===== config.mk =====
export PLATFORM = sky130hd
export DESIGN_NAME = csmb_dev_flat
export DESIGN_NICKNAME = d
export VERILOG_FILES = /design/src/hdl/csmb_pkg.sv /design/src/hdl/csmb_link_if.sv /design/src/hdl/csmb_dev.sv /design/src/flat_wrapper.sv
export SDC_FILE = /design/constraint.sdc
export NUM_CORES = 1
export LEC_CHECK = 0
export ABC_AREA = 1
export BUFFER_PORTS_ARGS = -buffer_cell sky130_fd_sc_hd__buf_2
export CAP_MARGIN = 10
export CORE_AREA = 2 2 241 243
export CTS_CLUSTER_SIZE = 40
export DETAILED_ROUTE_END_ITERATION = 10
export DIE_AREA = 0 0 243 245
export GPL_ROUTABILITY_DRIVEN = 0
export PLACE_DENSITY = 0.41
export SLEW_MARGIN = 10
export SYNTH_ARGS = -nofsm -noshare
export SYNTH_HDL_FRONTEND = slang
export SYNTH_SLANG_ARGS = --single-unit

===== constraint.sdc =====
create_clock -name ref_clk -period 1.7 [get_ports ref_clk]
set_input_delay 0.085 -clock ref_clk [delete_from_list [all_inputs] [get_ports ref_clk]]
set_output_delay 0.085 -clock ref_clk [all_outputs]
set_load 0.005 [all_outputs]

===== src/hdl/csmb_pkg.sv =====
// Purpose: Shared constants and types for the configuration broadcast link
// Assumes: Single 20 MHz ref_clk domain shared by both ends
// Notes:   Rules bind both ends of the link
// Contract
// - Status bit 0 is secondary status bit 4
// - Slot events used only in root slot mode
// - Endpoint side ties all slot events low
// - Bit 0 is attention button, else tied low
// - Bit 1 flags card presence change
// - Bit 2 flags retention latch open
// - No latch sensor: bit 2 tied low
// - Bit 3 flags slot power fault
// - No power controller: bits 3,4 low
// - Bit 4 mirrors power control, sets completion
// - Slots 0-2: device, slot, link control words
// - Slots presented round robin with index
// - Slots 3-7: bridge, bus, window words
// - Slots 8-F: prefetch, power, message, map, bus/device
// - Slot 0 upper half holds size fields
// - Outputs refresh on every clock cycle
// - Index is four bits, names current slot
// - Size codes 0-5 mean 128-4096 bytes
package csmb_pkg;

  // ----------------------------------------------------------------
  // Link widths and slot indices
  // ----------------------------------------------------------------
  localparam int IDX_W  = 4;
  localparam int WORD_W = 32;
  localparam int STS_W  = 53;
  localparam int EVT_W  = 5;

  localparam logic [IDX_W-1:0] IDX_DEV = 4'h0, IDX_SLOT = 4'h1, IDX_LINK = 4'h2,
    IDX_PRIM = 4'h3, IDX_BUS = 4'h4, IDX_IO_BASE = 4'h5, IDX_IO_LIM = 4'h6,
    IDX_NP = 4'h7, IDX_PF_BASE_LO = 4'h8, IDX_PF_BASE_HI = 4'h9,
    IDX_PF_LIM_LO = 4'hA, IDX_PF_LIM_HI = 4'hB, IDX_PM = 4'hC, IDX_MSG = 4'hD,
    IDX_TC = 4'hE, IDX_BUSDEV = 4'hF;

  // ----------------------------------------------------------------
  // Slot event bits and sticky slot status bits
  // ----------------------------------------------------------------
  localparam int EV_BUTTON = 0, EV_PRESENCE = 1, EV_LATCH = 2, EV_FAULT = 3, EV_PWR_CTL = 4;
  localparam int SS_BUTTON = 0, SS_FAULT = 1, SS_LATCH = 2, SS_PRESENCE = 3, SS_CMD_DONE = 4;
  localparam int STS_CMD_DONE = 47;
  localparam int STS_DLL_CHG  = 48;
  localparam int SLOT_DLL_CHG = 8;

  // Size field positions in device control and the decode
  localparam int MRRS_LSB = 12;
  localparam int MPS_LSB  = 5;
  localparam int SIZE_W   = 13;
  localparam logic [2:0] SIZE_CODE_MAX = 3'h5;
  localparam logic [SIZE_W-1:0] SIZE_BASE_BYTES = 13'h0080;

  // ----------------------------------------------------------------
  // Host register map (byte offsets) and fields
  // ----------------------------------------------------------------
  localparam int ADDR_W = 8;
  localparam logic [ADDR_W-1:0] OFF_SHADOW_END = 8'h40, OFF_STS_LO = 8'h40,
    OFF_STS_HI = 8'h44, OFF_IRQ_STS = 8'h48, OFF_IRQ_MASK = 8'h4C, OFF_CTL = 8'h50;
  localparam int CTL_W = 4;
  localparam int CTL_ROOT = 0, CTL_BTN = 1, CTL_LATCH = 2, CTL_PWR = 3;
  localparam logic [CTL_W-1:0] CTL_RESET = 4'h0;
  localparam int IRQ_W = 3;
  localparam int IRQ_CMD_DONE = 0, IRQ_WORD_CHG = 1, IRQ_ROUND = 2;
  localparam logic [IRQ_W-1:0] IRQ_MASK_RESET = 3'h0;

  // Configuration contents the device broadcasts
  typedef struct packed {
    logic [31:0] dev_csr;
    logic [15:0] device_ctl_status_two;
    logic [15:0] slot_ctl;
    logic [15:0] slot_sts;
    logic [31:0] link_csr;
    logic [16:0] link_ctl_status_two;
    logic [31:0] prm_csr;
    logic [25:0] root_csr;
    logic [31:0] sec_csr;
    logic [7:0]  sec_bus;
    logic [7:0]  sub_bus;
    logic [19:0] io_base;
    logic [19:0] io_limit;
    logic [11:0] nonprefetch_base;
    logic [11:0] nonprefetch_limit;
    logic [43:0] prefetch_base;
    logic [43:0] prefetch_limit;
    logic [31:0] pm_csr;
    logic [15:0] extended_msg_irq_ctl;
    logic [15:0] msg_irq_ctl;
    logic [23:0] traffic_class_map;
    logic [12:0] bus_dev;
  } csmb_cfg_s;

endpackage


===== src/hdl/csmb_link_if.sv =====
// Purpose: Broadcast link between the configuration port and application
// Assumes: Both ends on the same ref_clk
// Notes:   No clocking block; bench joins the two ends here
`timescale 1ns/1ns
interface csmb_link_if;
  logic [csmb_pkg::IDX_W-1:0]  cfg_slot_index;
  logic [csmb_pkg::WORD_W-1:0] cfg_mux_word;
  logic [csmb_pkg::STS_W-1:0]  cfg_status_vector;
  logic [csmb_pkg::EVT_W-1:0]  slot_event;

  // Port end drives the broadcast, application end drives slot events
  modport dev  (output cfg_slot_index, output cfg_mux_word, output cfg_status_vector,
                input slot_event);
  modport host (input cfg_slot_index, input cfg_mux_word, input cfg_status_vector,
                output slot_event);
endinterface


===== src/hdl/csmb_dev.sv =====
// Purpose: Port end - broadcasts configuration contents round robin
// Assumes: slot_event comes from application logic on ref_clk
// Notes:   Sticky slot status bits are cleared by slot_sts_clear pulses
//
// Our own choices: register access over Avalon-MM and the address map.
`timescale 1ns/1ns
module csmb_dev (
  input  wire logic                            ref_clk,
  input  wire logic                            rst,
  csmb_link_if.dev                             link,
  input  wire csmb_pkg::csmb_cfg_s             cfg,
  input  wire logic                            root_port_mode,
  input  wire logic                            slot_cap_enable,
  input  wire logic [csmb_pkg::EVT_W-1:0]      slot_sts_clear,
  output logic      [csmb_pkg::EVT_W-1:0]      slot_sts,
  output logic      [csmb_pkg::SIZE_W-1:0]     max_read_req_bytes,
  output logic      [csmb_pkg::SIZE_W-1:0]     max_payload_bytes
);

  // ----------------------------------------------------------------
  // State
  // ----------------------------------------------------------------
  typedef struct packed {
    logic [csmb_pkg::IDX_W-1:0]  idx;
    logic [csmb_pkg::WORD_W-1:0] word;
    logic [csmb_pkg::STS_W-1:0]  sts;
    logic [csmb_pkg::EVT_W-1:0]  prev;
    logic [csmb_pkg::EVT_W-1:0]  slot_sts;
    logic [csmb_pkg::SIZE_W-1:0] mrrs;
    logic [csmb_pkg::SIZE_W-1:0] mps;
  } csmb_dev_state_s;

  csmb_dev_state_s s_reg;
  csmb_dev_state_s s_next;

  logic [csmb_pkg::EVT_W-1:0] evt;
  logic [csmb_pkg::EVT_W-1:0] rise;
  logic [csmb_pkg::EVT_W-1:0] chg;
  logic [csmb_pkg::EVT_W-1:0] set;

  // ----------------------------------------------------------------
  // Helpers
  // ----------------------------------------------------------------
  // Size code to bytes; reserved codes read as zero
  function automatic logic [csmb_pkg::SIZE_W-1:0] size_bytes(input logic [2:0] code);
    logic [csmb_pkg::SIZE_W-1:0] r;
    r = '0;
    if (code <= csmb_pkg::SIZE_CODE_MAX) begin
      r = csmb_pkg::SIZE_BASE_BYTES << code;
    end
    return r;
  endfunction

  // Slot status with the hardware sticky bits spliced in
  function automatic logic [15:0] slot_status_word(
    input csmb_pkg::csmb_cfg_s         c,
    input logic [csmb_pkg::EVT_W-1:0]  ss
  );
    logic [15:0] r;
    r = c.slot_sts;
    r[csmb_pkg::EVT_W-1:0] = ss;
    return r;
  endfunction

  // Word presented for one slot index
  function automatic logic [csmb_pkg::WORD_W-1:0] word_for(
    input logic [csmb_pkg::IDX_W-1:0]  i,
    input csmb_pkg::csmb_cfg_s         c,
    input logic [csmb_pkg::EVT_W-1:0]  ss
  );
    logic [csmb_pkg::WORD_W-1:0] r;
    r = '0;
    case (i)
      csmb_pkg::IDX_DEV: begin
        // Upper half carries size fields 14:12 and 7:5 at word bits 30:28 and 23:21
        r = {c.dev_csr[15:0], c.device_ctl_status_two};
      end
      csmb_pkg::IDX_SLOT: begin
        r = {c.slot_ctl, slot_status_word(c, ss)};
      end
      csmb_pkg::IDX_LINK: begin
        r = {c.link_csr[15:0], c.link_ctl_status_two[15:0]};
      end
      csmb_pkg::IDX_PRIM: begin
        r = {8'h00, c.prm_csr[15:0], c.root_csr[7:0]};
      end
      csmb_pkg::IDX_BUS: begin
        r = {c.sec_csr[15:0], c.sec_bus, c.sub_bus};
      end
      csmb_pkg::IDX_IO_BASE: begin
        r = {12'h000, c.io_base};
      end
      csmb_pkg::IDX_IO_LIM: begin
        r = {12'h000, c.io_limit};
      end
      csmb_pkg::IDX_NP: begin
        r = {8'h00, c.nonprefetch_base, c.nonprefetch_limit};
      end
      csmb_pkg::IDX_PF_BASE_LO: begin
        r = c.prefetch_base[31:0];
      end
      csmb_pkg::IDX_PF_BASE_HI: begin
        r = {20'h00000, c.prefetch_base[43:32]};
      end
      csmb_pkg::IDX_PF_LIM_LO: begin
        r = c.prefetch_limit[31:0];
      end
      csmb_pkg::IDX_PF_LIM_HI: begin
        r = {20'h00000, c.prefetch_limit[43:32]};
      end
      csmb_pkg::IDX_PM: begin
        r = c.pm_csr;
      end
      csmb_pkg::IDX_MSG: begin
        r = {c.extended_msg_irq_ctl, c.msg_irq_ctl};
      end
      csmb_pkg::IDX_TC: begin
        r = {8'h00, c.traffic_class_map};
      end
      csmb_pkg::IDX_BUSDEV: begin
        r = {16'h0000, 3'h0, c.bus_dev};
      end
      // Unreachable: all sixteen indices are decoded above
      default: begin
        r = '0;
      end
    endcase
    return r;
  endfunction

  // Status vector, most significant group first
  function automatic logic [csmb_pkg::STS_W-1:0] status_for(
    input csmb_pkg::csmb_cfg_s         c,
    input logic [csmb_pkg::EVT_W-1:0]  ss
  );
    logic [csmb_pkg::STS_W-1:0] r;
    r = {
      c.dev_csr[19:16],
      c.slot_sts[csmb_pkg::SLOT_DLL_CHG],
      ss[csmb_pkg::SS_CMD_DONE],
      c.link_csr[31:16],
      c.link_ctl_status_two[16],
      c.prm_csr[31:27],
      c.prm_csr[24],
      c.root_csr[25:8],
      c.sec_csr[31:27],
      c.sec_csr[4]
    };
    return r;
  endfunction

  // ----------------------------------------------------------------
  // Next state
  // ----------------------------------------------------------------
  // Slot events count only in root mode with the slot enabled;
  // elsewhere a floating or stray input must not set status
  always_comb begin
    s_next = s_reg;
    evt    = (root_port_mode && slot_cap_enable) ? link.slot_event : '0;
    rise   = evt & ~s_reg.prev;
    chg    = evt ^ s_reg.prev;
    set    = '0;
    set[csmb_pkg::SS_BUTTON]   = rise[csmb_pkg::EV_BUTTON];
    set[csmb_pkg::SS_FAULT]    = rise[csmb_pkg::EV_FAULT];
    set[csmb_pkg::SS_LATCH]    = chg[csmb_pkg::EV_LATCH];
    set[csmb_pkg::SS_PRESENCE] = rise[csmb_pkg::EV_PRESENCE];
    // Any move of the power control mirror completes the command
    set[csmb_pkg::SS_CMD_DONE] = chg[csmb_pkg::EV_PWR_CTL];
    s_next.prev = evt;
    // Set wins over a clear arriving in the same cycle
    s_next.slot_sts = (s_reg.slot_sts & ~slot_sts_clear) | set;
    // Four-bit counter wraps F to 0 by itself
    s_next.idx  = s_reg.idx + 4'h1;
    // Word tracks the index it is labelled with
    s_next.word = word_for(s_next.idx, cfg, s_next.slot_sts);
    s_next.sts  = status_for(cfg, s_next.slot_sts);
    s_next.mrrs = size_bytes(cfg.dev_csr[csmb_pkg::MRRS_LSB +: 3]);
    s_next.mps  = size_bytes(cfg.dev_csr[csmb_pkg::MPS_LSB +: 3]);
  end

  // ----------------------------------------------------------------
  // Registers
  // ----------------------------------------------------------------
  // Every output comes straight from this register
  // Sync reset only: the link shows index 0 and word 0 until the
  // first edge after release, so a watcher must skip one cycle
  always_ff @(posedge ref_clk) begin
    if (rst) begin
      s_reg <= '0;
    end else begin
      s_reg <= s_next;
    end
  end

  // ----------------------------------------------------------------
  // Outputs
  // ----------------------------------------------------------------
  // Link outputs
  assign link.cfg_slot_index    = s_reg.idx;
  assign link.cfg_mux_word      = s_reg.word;
  assign link.cfg_status_vector = s_reg.sts;

  // User-side outputs
  assign slot_sts           = s_reg.slot_sts;
  assign max_read_req_bytes = s_reg.mrrs;
  assign max_payload_bytes  = s_reg.mps;

endmodule


===== src/flat_wrapper.sv =====
// flat-port wrapper written by rule: the top's interface ports become plain ports
module csmb_dev_flat 
  (ref_clk, rst, cfg, root_port_mode, slot_cap_enable, slot_sts_clear, slot_sts, max_read_req_bytes, max_payload_bytes, link_cfg_slot_index, link_cfg_mux_word, link_cfg_status_vector, link_slot_event);
  csmb_link_if link_i ();
  input  wire logic ref_clk;
  input  wire logic rst;
  input  wire csmb_pkg::csmb_cfg_s cfg;
  input  wire logic root_port_mode;
  input  wire logic slot_cap_enable;
  input  wire logic [csmb_pkg::EVT_W-1:0] slot_sts_clear;
  output logic      [csmb_pkg::EVT_W-1:0] slot_sts;
  output logic      [csmb_pkg::SIZE_W-1:0] max_read_req_bytes;
  output logic      [csmb_pkg::SIZE_W-1:0] max_payload_bytes;
  output wire logic [$bits(link_i.cfg_slot_index)-1:0] link_cfg_slot_index;
  output wire logic [$bits(link_i.cfg_mux_word)-1:0] link_cfg_mux_word;
  output wire logic [$bits(link_i.cfg_status_vector)-1:0] link_cfg_status_vector;
  input wire logic [$bits(link_i.slot_event)-1:0] link_slot_event;
  assign link_cfg_slot_index = link_i.cfg_slot_index;
  assign link_cfg_mux_word = link_i.cfg_mux_word;
  assign link_cfg_status_vector = link_i.cfg_status_vector;
  assign link_i.slot_event = link_slot_event;
  csmb_dev u_core (.ref_clk(ref_clk), .rst(rst), .link(link_i), .cfg(cfg), .root_port_mode(root_port_mode), .slot_cap_enable(slot_cap_enable), .slot_sts_clear(slot_sts_clear), .slot_sts(slot_sts), .max_read_req_bytes(max_read_req_bytes), .max_payload_bytes(max_payload_bytes));
endmodule

Yosys cells after proc, flatten, opt, wreduce, memory -nomap -nowiden
Cells that the tools add are included.

operators by class
  $add $sub $neg = 1
  order comparisons = 2
  eq/ne operators = 15
  shift operators = 2
  muxes and demuxes = 2
  bitwise gates (word level) = 8
  reductions and logical operators = 4

operator list
  operator                                                               count
  32-bit one-hot mux with 16 select lines                                1
  4-bit equality test, second input constant                             8
  8-bit by 3-bit << shifter with 13-bit output, first input constant     2
  4-bit by 3-bit equality test with 1-bit output, second input constant  4
  4-bit by 2-bit equality test with 1-bit output, second input constant  2
  3-bit less-or-equal comparator, second input constant                  2
  5-bit bitwise AND                                                      1
  5-bit 2-to-1 mux                                                       1
  5-bit NOT                                                              1
  5-bit bitwise OR                                                       1
  5-bit XOR                                                              1
  4-bit by 1-bit adder with 4-bit output, second input constant          1
  4-bit bitwise AND                                                      1
  4-bit by 1-bit equality test with 1-bit output, second input constant  1
  4-bit zero test                                                        1
  4-bit NOT                                                              1
  2-bit OR reduction                                                     2
  1-bit NOT                                                              2
  1-bit logical AND                                                      1

word-level totals
  register bits after elaboration = 125
  bits of input ports = 502
  output and inout bits = 120
  logic and storage cells = 41

Longest topological paths before layout
Gate-level depths: netlist (run 1).

  depth after elaboration = 5
  gate-level depth with buffers = 14
  gate-level depth less buffers = 13

Worst setup path before layout (run 1)
Ideal clock, no wire load.

  path type = register -> register
  start = register u_core.s_reg, in the netlist u_core.link.cfg_slot_index[0]
  end = register u_core.s_reg, in the netlist u_core.link.cfg_mux_word[23]
  library setup time = 109 ps
  data arrival time = 1,725 ps
  data required time = 1,591 ps
  slack = -134 ps
  stages on the path, launching flop included = 13
  period minus slack after synthesis = 1,834 ps
  cell sequence = dfxtp_1 > inv_1 > ha_1 > clkbuf_1 > inv_1 > a21oi_1 > nor2_1 > nand4_2 > buf_2 > nor2_1 > nor2_1 > nand2_1 > inv_1

RTL lines
  element                 RTL line         source
  from (decl)             csmb_dev.sv:33   csmb_dev_state_s s_reg;
  from (signal assigned)  csmb_dev.sv:191  s_reg <= s_next;

Worst setup path after layout (run 1)
  start = register u_core.s_reg, in the netlist u_core.link.cfg_slot_index[0]
  end = register u_core.s_reg, in the netlist u_core.link.cfg_mux_word[28]

on the way
  cells in the longest elaborated chain, start to end = 3
  elaborated cells between the ends (all ways) = 18

RTL lines
  element                                      RTL line         source
  4-bit by 1-bit adder with 4-bit output (*)   csmb_dev.sv:173  s_next.idx = s_reg.idx + 4'h1;
  4-bit equality test (tied with other cells)  csmb_dev.sv:73   case (i)
  32-bit one-hot mux with 16 select lines (*)  csmb_dev.sv:73

Every way passes the cells marked *; elsewhere a longest branch is shown, timed or not.
A chain may end at the register's enable or synchronous reset.

==> results.cfg, run 1 <==
[finish]
layout_commonest_cell = buf_2
area_growth_pct = 69.2
final_cell_mix = buf_2 (569), nand2_1 (283), nand4_1 (203), nor2_1 (200)
fill_cells = 6514
drive_above_1_share_pct = 43.3
largest_register_ffs = 53
fin_nets = 2467

[clocking]
cts.sinks = 110
numCtsBuffers = 9
clk_latency_ps = 400
path_clk_slew_ps = 80
cts_buffer_depth = 2
htree_num_levels = 3
cts_tree = yes
cts_root_buf = clkbuf_16

[worst_setup_path]
crit_fanout = 9
cp.required_ps = 2020
path_class = reg2reg
rrSetupSlack_ps = -230
r2r_end = u_core.link.cfg_mux_word[28]
r2r_start = u_core.link.cfg_slot_index[0]
cp-end-kind = flip-flop
reg2regPathDepth = 13
worstPathArrival_ps = 2250
critPathLaunchType = flip-flop

[global_routing]
grt_overflow = 0
antenna_found_initial = 15
grt_usage_pct = 16.9
grt_pass1_wl_mm = 74.2
grt_pass1_vias = 11600
grt_max_degree = 91

[power_and_ir_drop]
totalPowerFinal_mw = 8.49
p_leak_nw = 7.60
powerDensity_mw_per_mm2 = 608
peakVddDrop_v = 0.000389

[logic_synthesis]
synthAdderAreaFrac_pct = 0.758
syn_area_mm2 = 0.00826
yosysSeqAreaShare_pct = 26.7
synth_top_family_by_area = simple AND/OR/NAND/NOR gates
synth_xor_area_share_pct = 0
synth_compound_area_share_pct = 2.06
synth_cell_type_count = 28
synthCells = 1354
yosys_warnings = 0
ys_seq_elements = 110
synthMuxAreaShare_pct = 0
synth-simple-area-share_pct = 48.5
syn_area_per_cell_um2 = 6.10

[hold_path]
worstHoldEndpoint = u_core.slot_sts[0]
hold_path.class = in2reg
whs_path_depth = 4
worstHoldStart = slot_sts_clear[0]

[place]
post-dp-hpwl_mm = 42.0
place_ws_ps = -483
portBuffers = 569

[die]
dieWidth_um = 243
initial_core_util_pct = 14.5
rows = 88
dieArea_mm2 = 0.0595
io_pins = 622
fp.dieH_um = 245
core_mm2 = 0.0570

[timing]
rsz0062_at_grt = true
hold_violations = 0
whs_ps = 58.3
setup_violations = 32
fmax_mhz = 519
fin_crit_sh_pct = 113
clock_skew_ps = 16.9
fin_crit_ps = 1930
maxSlewViolCount = 0
worst_slack_ps = -229

[drt]
antenna_left = 0
vias_per_cell = 4.15
route.detailed.drc = 0
routed_wirelength_mm = 52.1
routedWlPerCell_um = 19.0
drt_iter0_drc = 632
routed-via-count = 11400
drt_pass1_iterations = 5

[job]
drv_cap = 0

[outcome]
run_status = finished, violations left
failed_checks = negative setup slack
cell type report:
type	count	area (µm²)	area share, %
Antenna cell	7	17.5	0.125
Clock buffer	10	239	1.71
Clock inverter	5	65.1	0.466
Inverter	114	447	3.20
Multi-Input combinational cell	928	4780	34.2
Sequential cell	110	2210	15.9
Tap cell	765	957	6.85
Timing Repair Buffer	797	5250	37.6
routing by layer:
metal / track usage, % / share of wire (%)
met5: 0 / 0.050
met1: 21.6 / 44
met4: 5.72 / 2.4
met2: 28.5 / 48
met3: 3.00 / 5.7
through the flow:
stage / instance area, µm² / TNS, ps / std cells / utilization (%)
global route: 14000 / -9300 / 2735 / 24.5
finish: 14000 / -5210 / 2736 / 24.5
floorplan: 8320 / 0 / 1367 / -
CTS: 13800 / -5630 / 2726 / 24.1
detailed placement: 11900 / -11760 / 2604 / 20.9
global placement: 11900 / -11170 / 2604 / 20.9
logic make-up after synthesis:
kind of cell    count (synthesis)
buf+inv                       331
flops                         110
compound gates                 34
other cells                     1
fa+ha+maj                       5
simple gates                  873
worst max-delay path: stages (launching register included):
cell and delay (ps):
dfxtp_4 380, ha_4 150, inv_2 30, nand2_2 60
nand2_4 80, buf_12 160, buf_12 140, nor2_4 220
nand2_4 170, nor2_1 170, nor3_1 60, nand2_1 100
nor2_2 40, nor2_1 90
power by group:
part           switching, mW  leakage, nW  internal [mW]
registers             0.0878        0.914           2.79
logic                   1.76         6.54           1.49
clock network           1.17        0.143           1.19
total                   3.02         7.60           5.47
cells in the mapped netlist:
library cell | count | share of area (%)
nand2_1 | 317 | 14
nor2_1 | 240 | 11
nand4_1 | 203 | 15
buf_4 | 125 | 11
dfxtp_1 | 110 | 27
inv_1 | 109 | 5.0
nand3_1 | 78 | 4.7
buf_2 | 42 | 2.5
clkbuf_1 | 36 | 1.6
a21oi_1 | 17 | 1.0
o21ai_0 | 17 | 1.0
nor3_1 | 10 | 0.61
buf_1 | 8 | 0.36
nor4_1 | 8 | 0.61
buf_6 | 6 | 0.82
ha_1 | 5 | 0.76
nor2_4 | 4 | 0.55
inv_2 | 3 | 0.14
nand3_2 | 3 | 0.36
nor2_2 | 3 | 0.23
nand2_2 | 2 | 0.15
nand3b_1 | 2 | 0.18
clkinv_1 | 1 | 0.045
conb_1 | 1 | 0.045
inv_4 | 1 | 0.076
nand2_4 | 1 | 0.14
nand4_2 | 1 | 0.15
nor3_2 | 1 | 0.12
how the worst max path moves through the flow:
stage                                             start                      endpoint  cells past startpoint
after floorplan           u_core.link.cfg_slot_index[0]  u_core.link.cfg_mux_word[23]                     12
after global placement    u_core.link.cfg_slot_index[0]  u_core.link.cfg_mux_word[24]                     13
after detailed placement  u_core.link.cfg_slot_index[0]   u_core.link.cfg_mux_word[5]                     11
after CTS                 u_core.link.cfg_slot_index[0]   u_core.link.cfg_mux_word[3]                     12
after global routing      u_core.link.cfg_slot_index[0]  u_core.link.cfg_mux_word[22]                     13
final                     u_core.link.cfg_slot_index[0]  u_core.link.cfg_mux_word[28]                     13
timing repair:
item                                   in CTS  in global routing
gates resized for setup                   140                 43
hold buffers                               91                  0
endpoints found under the hold margin      93                  0
setup endpoints to repair                  32                 32
pin swaps                                  39                 31
buffers inserted                           10                  3
gates cloned                                6                  0
Note: power is estimated with default switching activity, not from simulation.
==> inputs of run 2 (changes only) <==
Settings changed: SETUP_SLACK_MARGIN set to 0.05.
==> run 2 against run 1 <==
Against the previous run:
- the flow still finishes with violations (negative setup slack)
- first-iteration DRC count increased by 10%
- cell area increased by 0.80%
- cell count shrank 0.15%
- count of clock-buffer cells in the layout is 1 lower
- wire length decreased by 2.5%
- largest power group unchanged
==> results.cfg, run 2 (synthesis results as in run 1) <==
[clocking]
cts.sinks = 110
clk_latency_ps = 400
cts_tree = yes
cts_root_buf = clkbuf_16
numCtsBuffers = 9
path_clk_slew_ps = 90
htree_num_levels = 3
cts_buffer_depth = 2

[timing]
hold_violations = 0
fmax_mhz = 511
worst_slack_ps = -258
rsz0062_at_grt = true
setup_violations = 32
tightest_slew_ps = 868
fin_crit_ps = 1960
fin_crit_sh_pct = 115
whs_ps = 30.6
maxSlewHeadroom_pct = 42.1
maxSlewViolCount = 0
clock_skew_ps = 12.6

[outcome]
failed_checks = negative setup slack
run_status = finished, violations left

[die]
fp.dieH_um = 245
dieArea_mm2 = 0.0595
io_pins = 622
rows = 88
initial_core_util_pct = 14.5
core_mm2 = 0.0570
dieWidth_um = 243

[drt]
antenna_left = 0
routed_wirelength_mm = 50.8
drt_pass1_iterations = 5
route.detailed.drc = 0
vias_per_cell = 4.11
routed-via-count = 11200
routedWlPerCell_um = 18.6
drt_iter0_drc = 697

[worst_setup_path]
path_class = reg2reg
r2r_end = u_core.link.cfg_mux_word[20]
reg2regPathDepth = 13
cp-end-kind = flip-flop
worstPathArrival_ps = 2240
r2r_start = u_core.link.cfg_slot_index[1]
critPathLaunchType = flip-flop
rrSetupSlack_ps = -260
crit_fanout = 7
cp.required_ps = 1980

[hold_path]
worstHoldStart = cfg[444]
whs_path_depth = 3
worstHoldEndpoint = u_core.link.cfg_mux_word[4]
hold_path.class = in2reg

[finish]
fin_nets = 2463
stdcell_count = 2732
drive_above_1_share_pct = 43.8
fill_cells = 6514
final_cell_mix = buf_2 (568), nand2_1 (275), nand4_1 (203), nor2_1 (201), dfxtp_1 (106)
layout_commonest_cell = buf_2
largest_register_ffs = 53
area_growth_pct = 70.5

[power_and_ir_drop]
p_sw_share_pct = 36.5
totalPowerFinal_mw = 8.37
power_switching_mw = 3.06
powerDensity_mw_per_mm2 = 595
p_int_mw = 5.32
combPwrFrac_pct = 38.7
pwr-share-seq_pct = 34.3
clkPwrFrac_pct = 27.0
peakVddDrop_v = 0.000374
p_leak_nw = 7.62

[place]
post-dp-hpwl_mm = 40.7
portBuffers = 569
dp_cells = 2590

[global_routing]
grt_pass1_vias = 11000
grt_pass1_wl_mm = 70.8
grt_overflow = 0
antenna_found_initial = 10
grt_usage_pct = 16.1
grt_max_degree = 91

[job]
drv_cap = 0
==> run 2: changes by cell type in the layout (fill, tap and decap cells not counted), moves of 3 or more <==
cell	delta
inv_4	+3
clkbuf_16	+4
buf_8	+4
inv_2	+3
nand2_2	+6
buf_6	-8
buf_4	-8
inv_1	-7
nor3_2	-3
nand2_1	-8
buf_12	+8
inv_6	+3
nand3_1	+3
==> run 2: timing repair <==
| item | 4_1_cts | 5_1_grt |
|---|---|---|
| pin swaps | 24 | 42 |
| hold buffers | 90 | 0 |
| hold endpoints to repair | 92 | 0 |
| gates cloned | 1 | 5 |
| resized for setup | 101 | 80 |
| buffers inserted | 13 | 13 |
| setup endpoints to repair | 32 | 32 |
==> run 2: worst max-delay path by stage <==
stage | from | to | slack [ps] | depth (start not counted)
final | u_core.link.cfg_slot_index[1] | u_core.link.cfg_mux_word[20] | -260 | 13
after global routing | u_core.link.cfg_slot_index[1] | u_core.link.cfg_mux_word[20] | -390 | 14
after CTS | u_core.link.cfg_slot_index[0] | u_core.link.cfg_mux_word[12] | -260 | 12
after detailed placement | u_core.link.cfg_slot_index[0] | u_core.link.cfg_mux_word[31] | -480 | 14
after global placement | u_core.link.cfg_slot_index[0] | u_core.link.cfg_mux_word[31] | -520 | 14
after floorplan | u_core.link.cfg_slot_index[0] | u_core.link.cfg_mux_word[0] | 60 | 13
==> run 2: worst max-delay path: stages (launching register included) <==
cell and delay, ps:
dfxtp_4 370, buf_6 130, clkinvlp_4 130, ha_4 240, buf_4 160, nand3_4 90
clkinvlp_4 150, buf_4 170, nand2_1 70, nand3_2 80, nor2_1 90, nand3_1 80
nand2_1 70, inv_1 30
==> run 2: cell type report <==
class                           instances  area [µm²]  area share, %
Multi-Input combinational cell        927        4770           33.9
Sequential cell                       110        2210           15.7
Antenna cell                            6        15.0          0.107
Clock buffer                            9         225           1.60
Tap cell                              765         957           6.80
Inverter                              114         460           3.27
Timing Repair Buffer                  794        5370           38.1
Clock inverter                          7        63.8          0.453
==> run 2: power by group through the flow <==
stage	combinational [mW]	clock, mW	sequential, mW
after detailed placement	2.75	0	2.93
final	3.24	2.26	2.87
after CTS	3.08	2.39	2.87
after global routing	3.53	2.46	2.89
after global placement	2.75	0	2.93
after floorplan	1.43	0	2.89
==> run 2: per-stage QoR <==
stage,area (µm²),setup TNS [ps],utilization (%),setup slack (ps)
final,14100,-6880,24.7,-258
after global routing,14100,-10990,24.7,-387
after CTS,13600,-6380,23.8,-255
after detailed placement,11900,-11370,20.9,-475
after global placement,11900,-10840,20.9,-517
after floorplan,8390,0,-,57.4
==> run 2: metal layers <==
layer	up-vias	routed length (µm)	global-route usage, %
li1	5510	-	-
met1	5241	22700	20.8
met2	416	24700	27.6
met3	58	2480	2.59
met4	2	1040	4.47
met5	-	13	0
==> inputs of run 3 (changes only) <==
Settings changed: BUFFER_PORTS_ARGS -buffer_cell sky130_fd_sc_hd__buf_2 to -buffer_cell sky130_fd_sc_hd__buf_4, SLEW_MARGIN 10 to 20.
==> run 3 against run 2 <==
Against the previous run:
- the flow still finishes with violations (negative setup slack)
- total power rose by 8.0%
- clock skew rose by 6.4 ps
- sequential cell count did not move
- combinational power rose by 16%
- worst hold slack got worse by 19 ps
- register-to-register slack improved by 20 ps
- die area did not move
- cell area rose by 11%
- clock power rose by 7%
- critical endpoint is now u_core.link.cfg_mux_word[25]
- largest power group unchanged
- highest routed layer is now met4
==> results.cfg, run 3 (synthesis results as in run 1) <==
[outcome]
run_status = finished, violations left
failed_checks = negative setup slack

[timing]
setup_violations = 32
tightest_slew_ps = 681
worst_slack_ps = -235
fmax_mhz = 517
maxSlewHeadroom_pct = 54.6
clock_skew_ps = 19.1
finalSetupTns_ps = -5820
hold_violations = 0
fin_crit_ps = 1940
maxSlewViolCount = 0
whs_ps = 12.0
fin_crit_sh_pct = 114
rsz0062_at_grt = true

[global_routing]
grt_pass1_vias = 11200
grt_max_degree = 91
grt_usage_pct = 16.8
grt_overflow = 0
grt_pass1_wl_mm = 73.6
antenna_found_initial = 1

[power_and_ir_drop]
pwr-share-seq_pct = 31.8
p_sw_share_pct = 34.3
combPwrFrac_pct = 41.5
p_leak_nw = 8.07
p_int_mw = 5.94
peakVddDrop_v = 0.000395
totalPowerFinal_mw = 9.04
clkPwrFrac_pct = 26.6
power_switching_mw = 3.10
powerDensity_mw_per_mm2 = 580

[worst_setup_path]
crit_fanout = 8
critPathLaunchType = flip-flop
cp-end-kind = flip-flop
worstPathArrival_ps = 2210
cp.required_ps = 1970
path_class = reg2reg

[hold_path]
hold_path.class = in2reg

[drt]
routedWlPerCell_um = 19.3
wl_met2_mm = 26.3
vias_per_cell = 4.09
top_layer = met4
routed_wirelength_mm = 52.6
wl_met1_mm = 22.8
routed-via-count = 11100
antenna_left = 0
drt_iter0_drc = 651
wl_met3_mm = 2.63
route.detailed.drc = 0
drt_pass1_iterations = 7

[finish]
final_util_pct = 27.3
stdcell_count = 2720
drive_above_1_share_pct = 44.9
final_cell_mix = buf_4 (633), nand2_1 (273), nand4_1 (203), nor2_1 (184), dfxtp_1 (106)
fill_cells = 6372
layout_commonest_cell = buf_4
fin_nets = 2456
largest_register_ffs = 53
area_growth_pct = 88.8

[clocking]
numCtsBuffers = 9
cts_tree = yes
cts.sinks = 110
path_clk_slew_ps = 100
cts_root_buf = clkbuf_16
clk_latency_ps = 400
cts_buffer_depth = 2
htree_num_levels = 3

[place]
post-dp-hpwl_mm = 42.1
dp_cells = 2578
portBuffers = 569

[die]
rows = 88
initial_core_util_pct = 14.5
io_pins = 622
dieWidth_um = 243
fp.dieH_um = 245
dieArea_mm2 = 0.0595
core_mm2 = 0.0570

[job]
drv_cap = 0
## run 3: repair_timing
action	CTS	global route
endpoints found under the setup margin	32	32
pin swaps	47	74
hold endpoints to repair	91	0
buffers inserted	25	6
resized for setup	151	82
gates cloned	5	3
hold buffers	87	0
## run 3: worst paths after layout
| path | cells past startpoint | end | slack, ps | start |
|---|---|---|---|---|
| setup / recovery | 15 | u_core.link.cfg_mux_word[25] | -240 | u_core.link.cfg_slot_index[0] |
| hold / removal | 3 | u_core.link.cfg_mux_word[3] | 10 | cfg[443] |
| setup reg to reg | 15 | u_core.link.cfg_mux_word[25] | -240 | u_core.link.cfg_slot_index[0] |
| hold reg to reg | 2 | u_core.slot_sts[1] | 540 | u_core.slot_sts[1] |
## run 3: worst max-delay path, stage by stage, from the launching register on
cell	delay, ps
dfxtp_4	380
buf_8	130
nand3_4	90
nand2_4	90
nand2_4	70
buf_6	140
nand2_4	90
nor2_4	60
buf_12	120
clkbuf_16	150
nand2_1	60
nand2_1	60
nor2_1	120
nand2_1	80
nor2_2	120
nor2_2	50
## run 3: cell type report
| cell class | instances | area, µm² | area share, % |
|---|---|---|---|
| diodes | 1 | 2.50 | 0.0161 |
| clock buffers | 9 | 225 | 1.44 |
| clock inverters | 7 | 91.3 | 0.586 |
| inverters | 114 | 459 | 2.95 |
| multi-input cells | 927 | 4930 | 31.6 |
| flip-flops and latches | 110 | 2210 | 14.2 |
| well taps | 765 | 957 | 6.14 |
| repair buffers | 786 | 6710 | 43.0 |
| repair inverters | 1 | 6.26 | 0.0401 |
## run 3: through the flow
stage	cell area, µm²	setup slack [ps]
after global placement	13200	-392
after floorplan	8390	57.4
final	15600	-235
after CTS	15200	-212
after global routing	15600	-337
after detailed placement	13200	-398
## run 3: routing by layer
metal	global-route usage (%)	up-vias
li1	-	5494
met1	21.4	5188
met2	29.7	418
met3	2.64	33
met4	3.68	0
met5	0	-
## run 3: power groups by stage
stage          clock network, mW  logic (mW)  registers, mW
2_1_floorplan                  0        1.43           2.89
3_3_place_gp                   0        3.11           2.94
3_5_place_dp                   0        3.11           2.94
4_1_cts                     2.51        3.68           2.88
5_1_grt                     2.59        4.06           2.90
6_report                    2.41        3.76           2.88
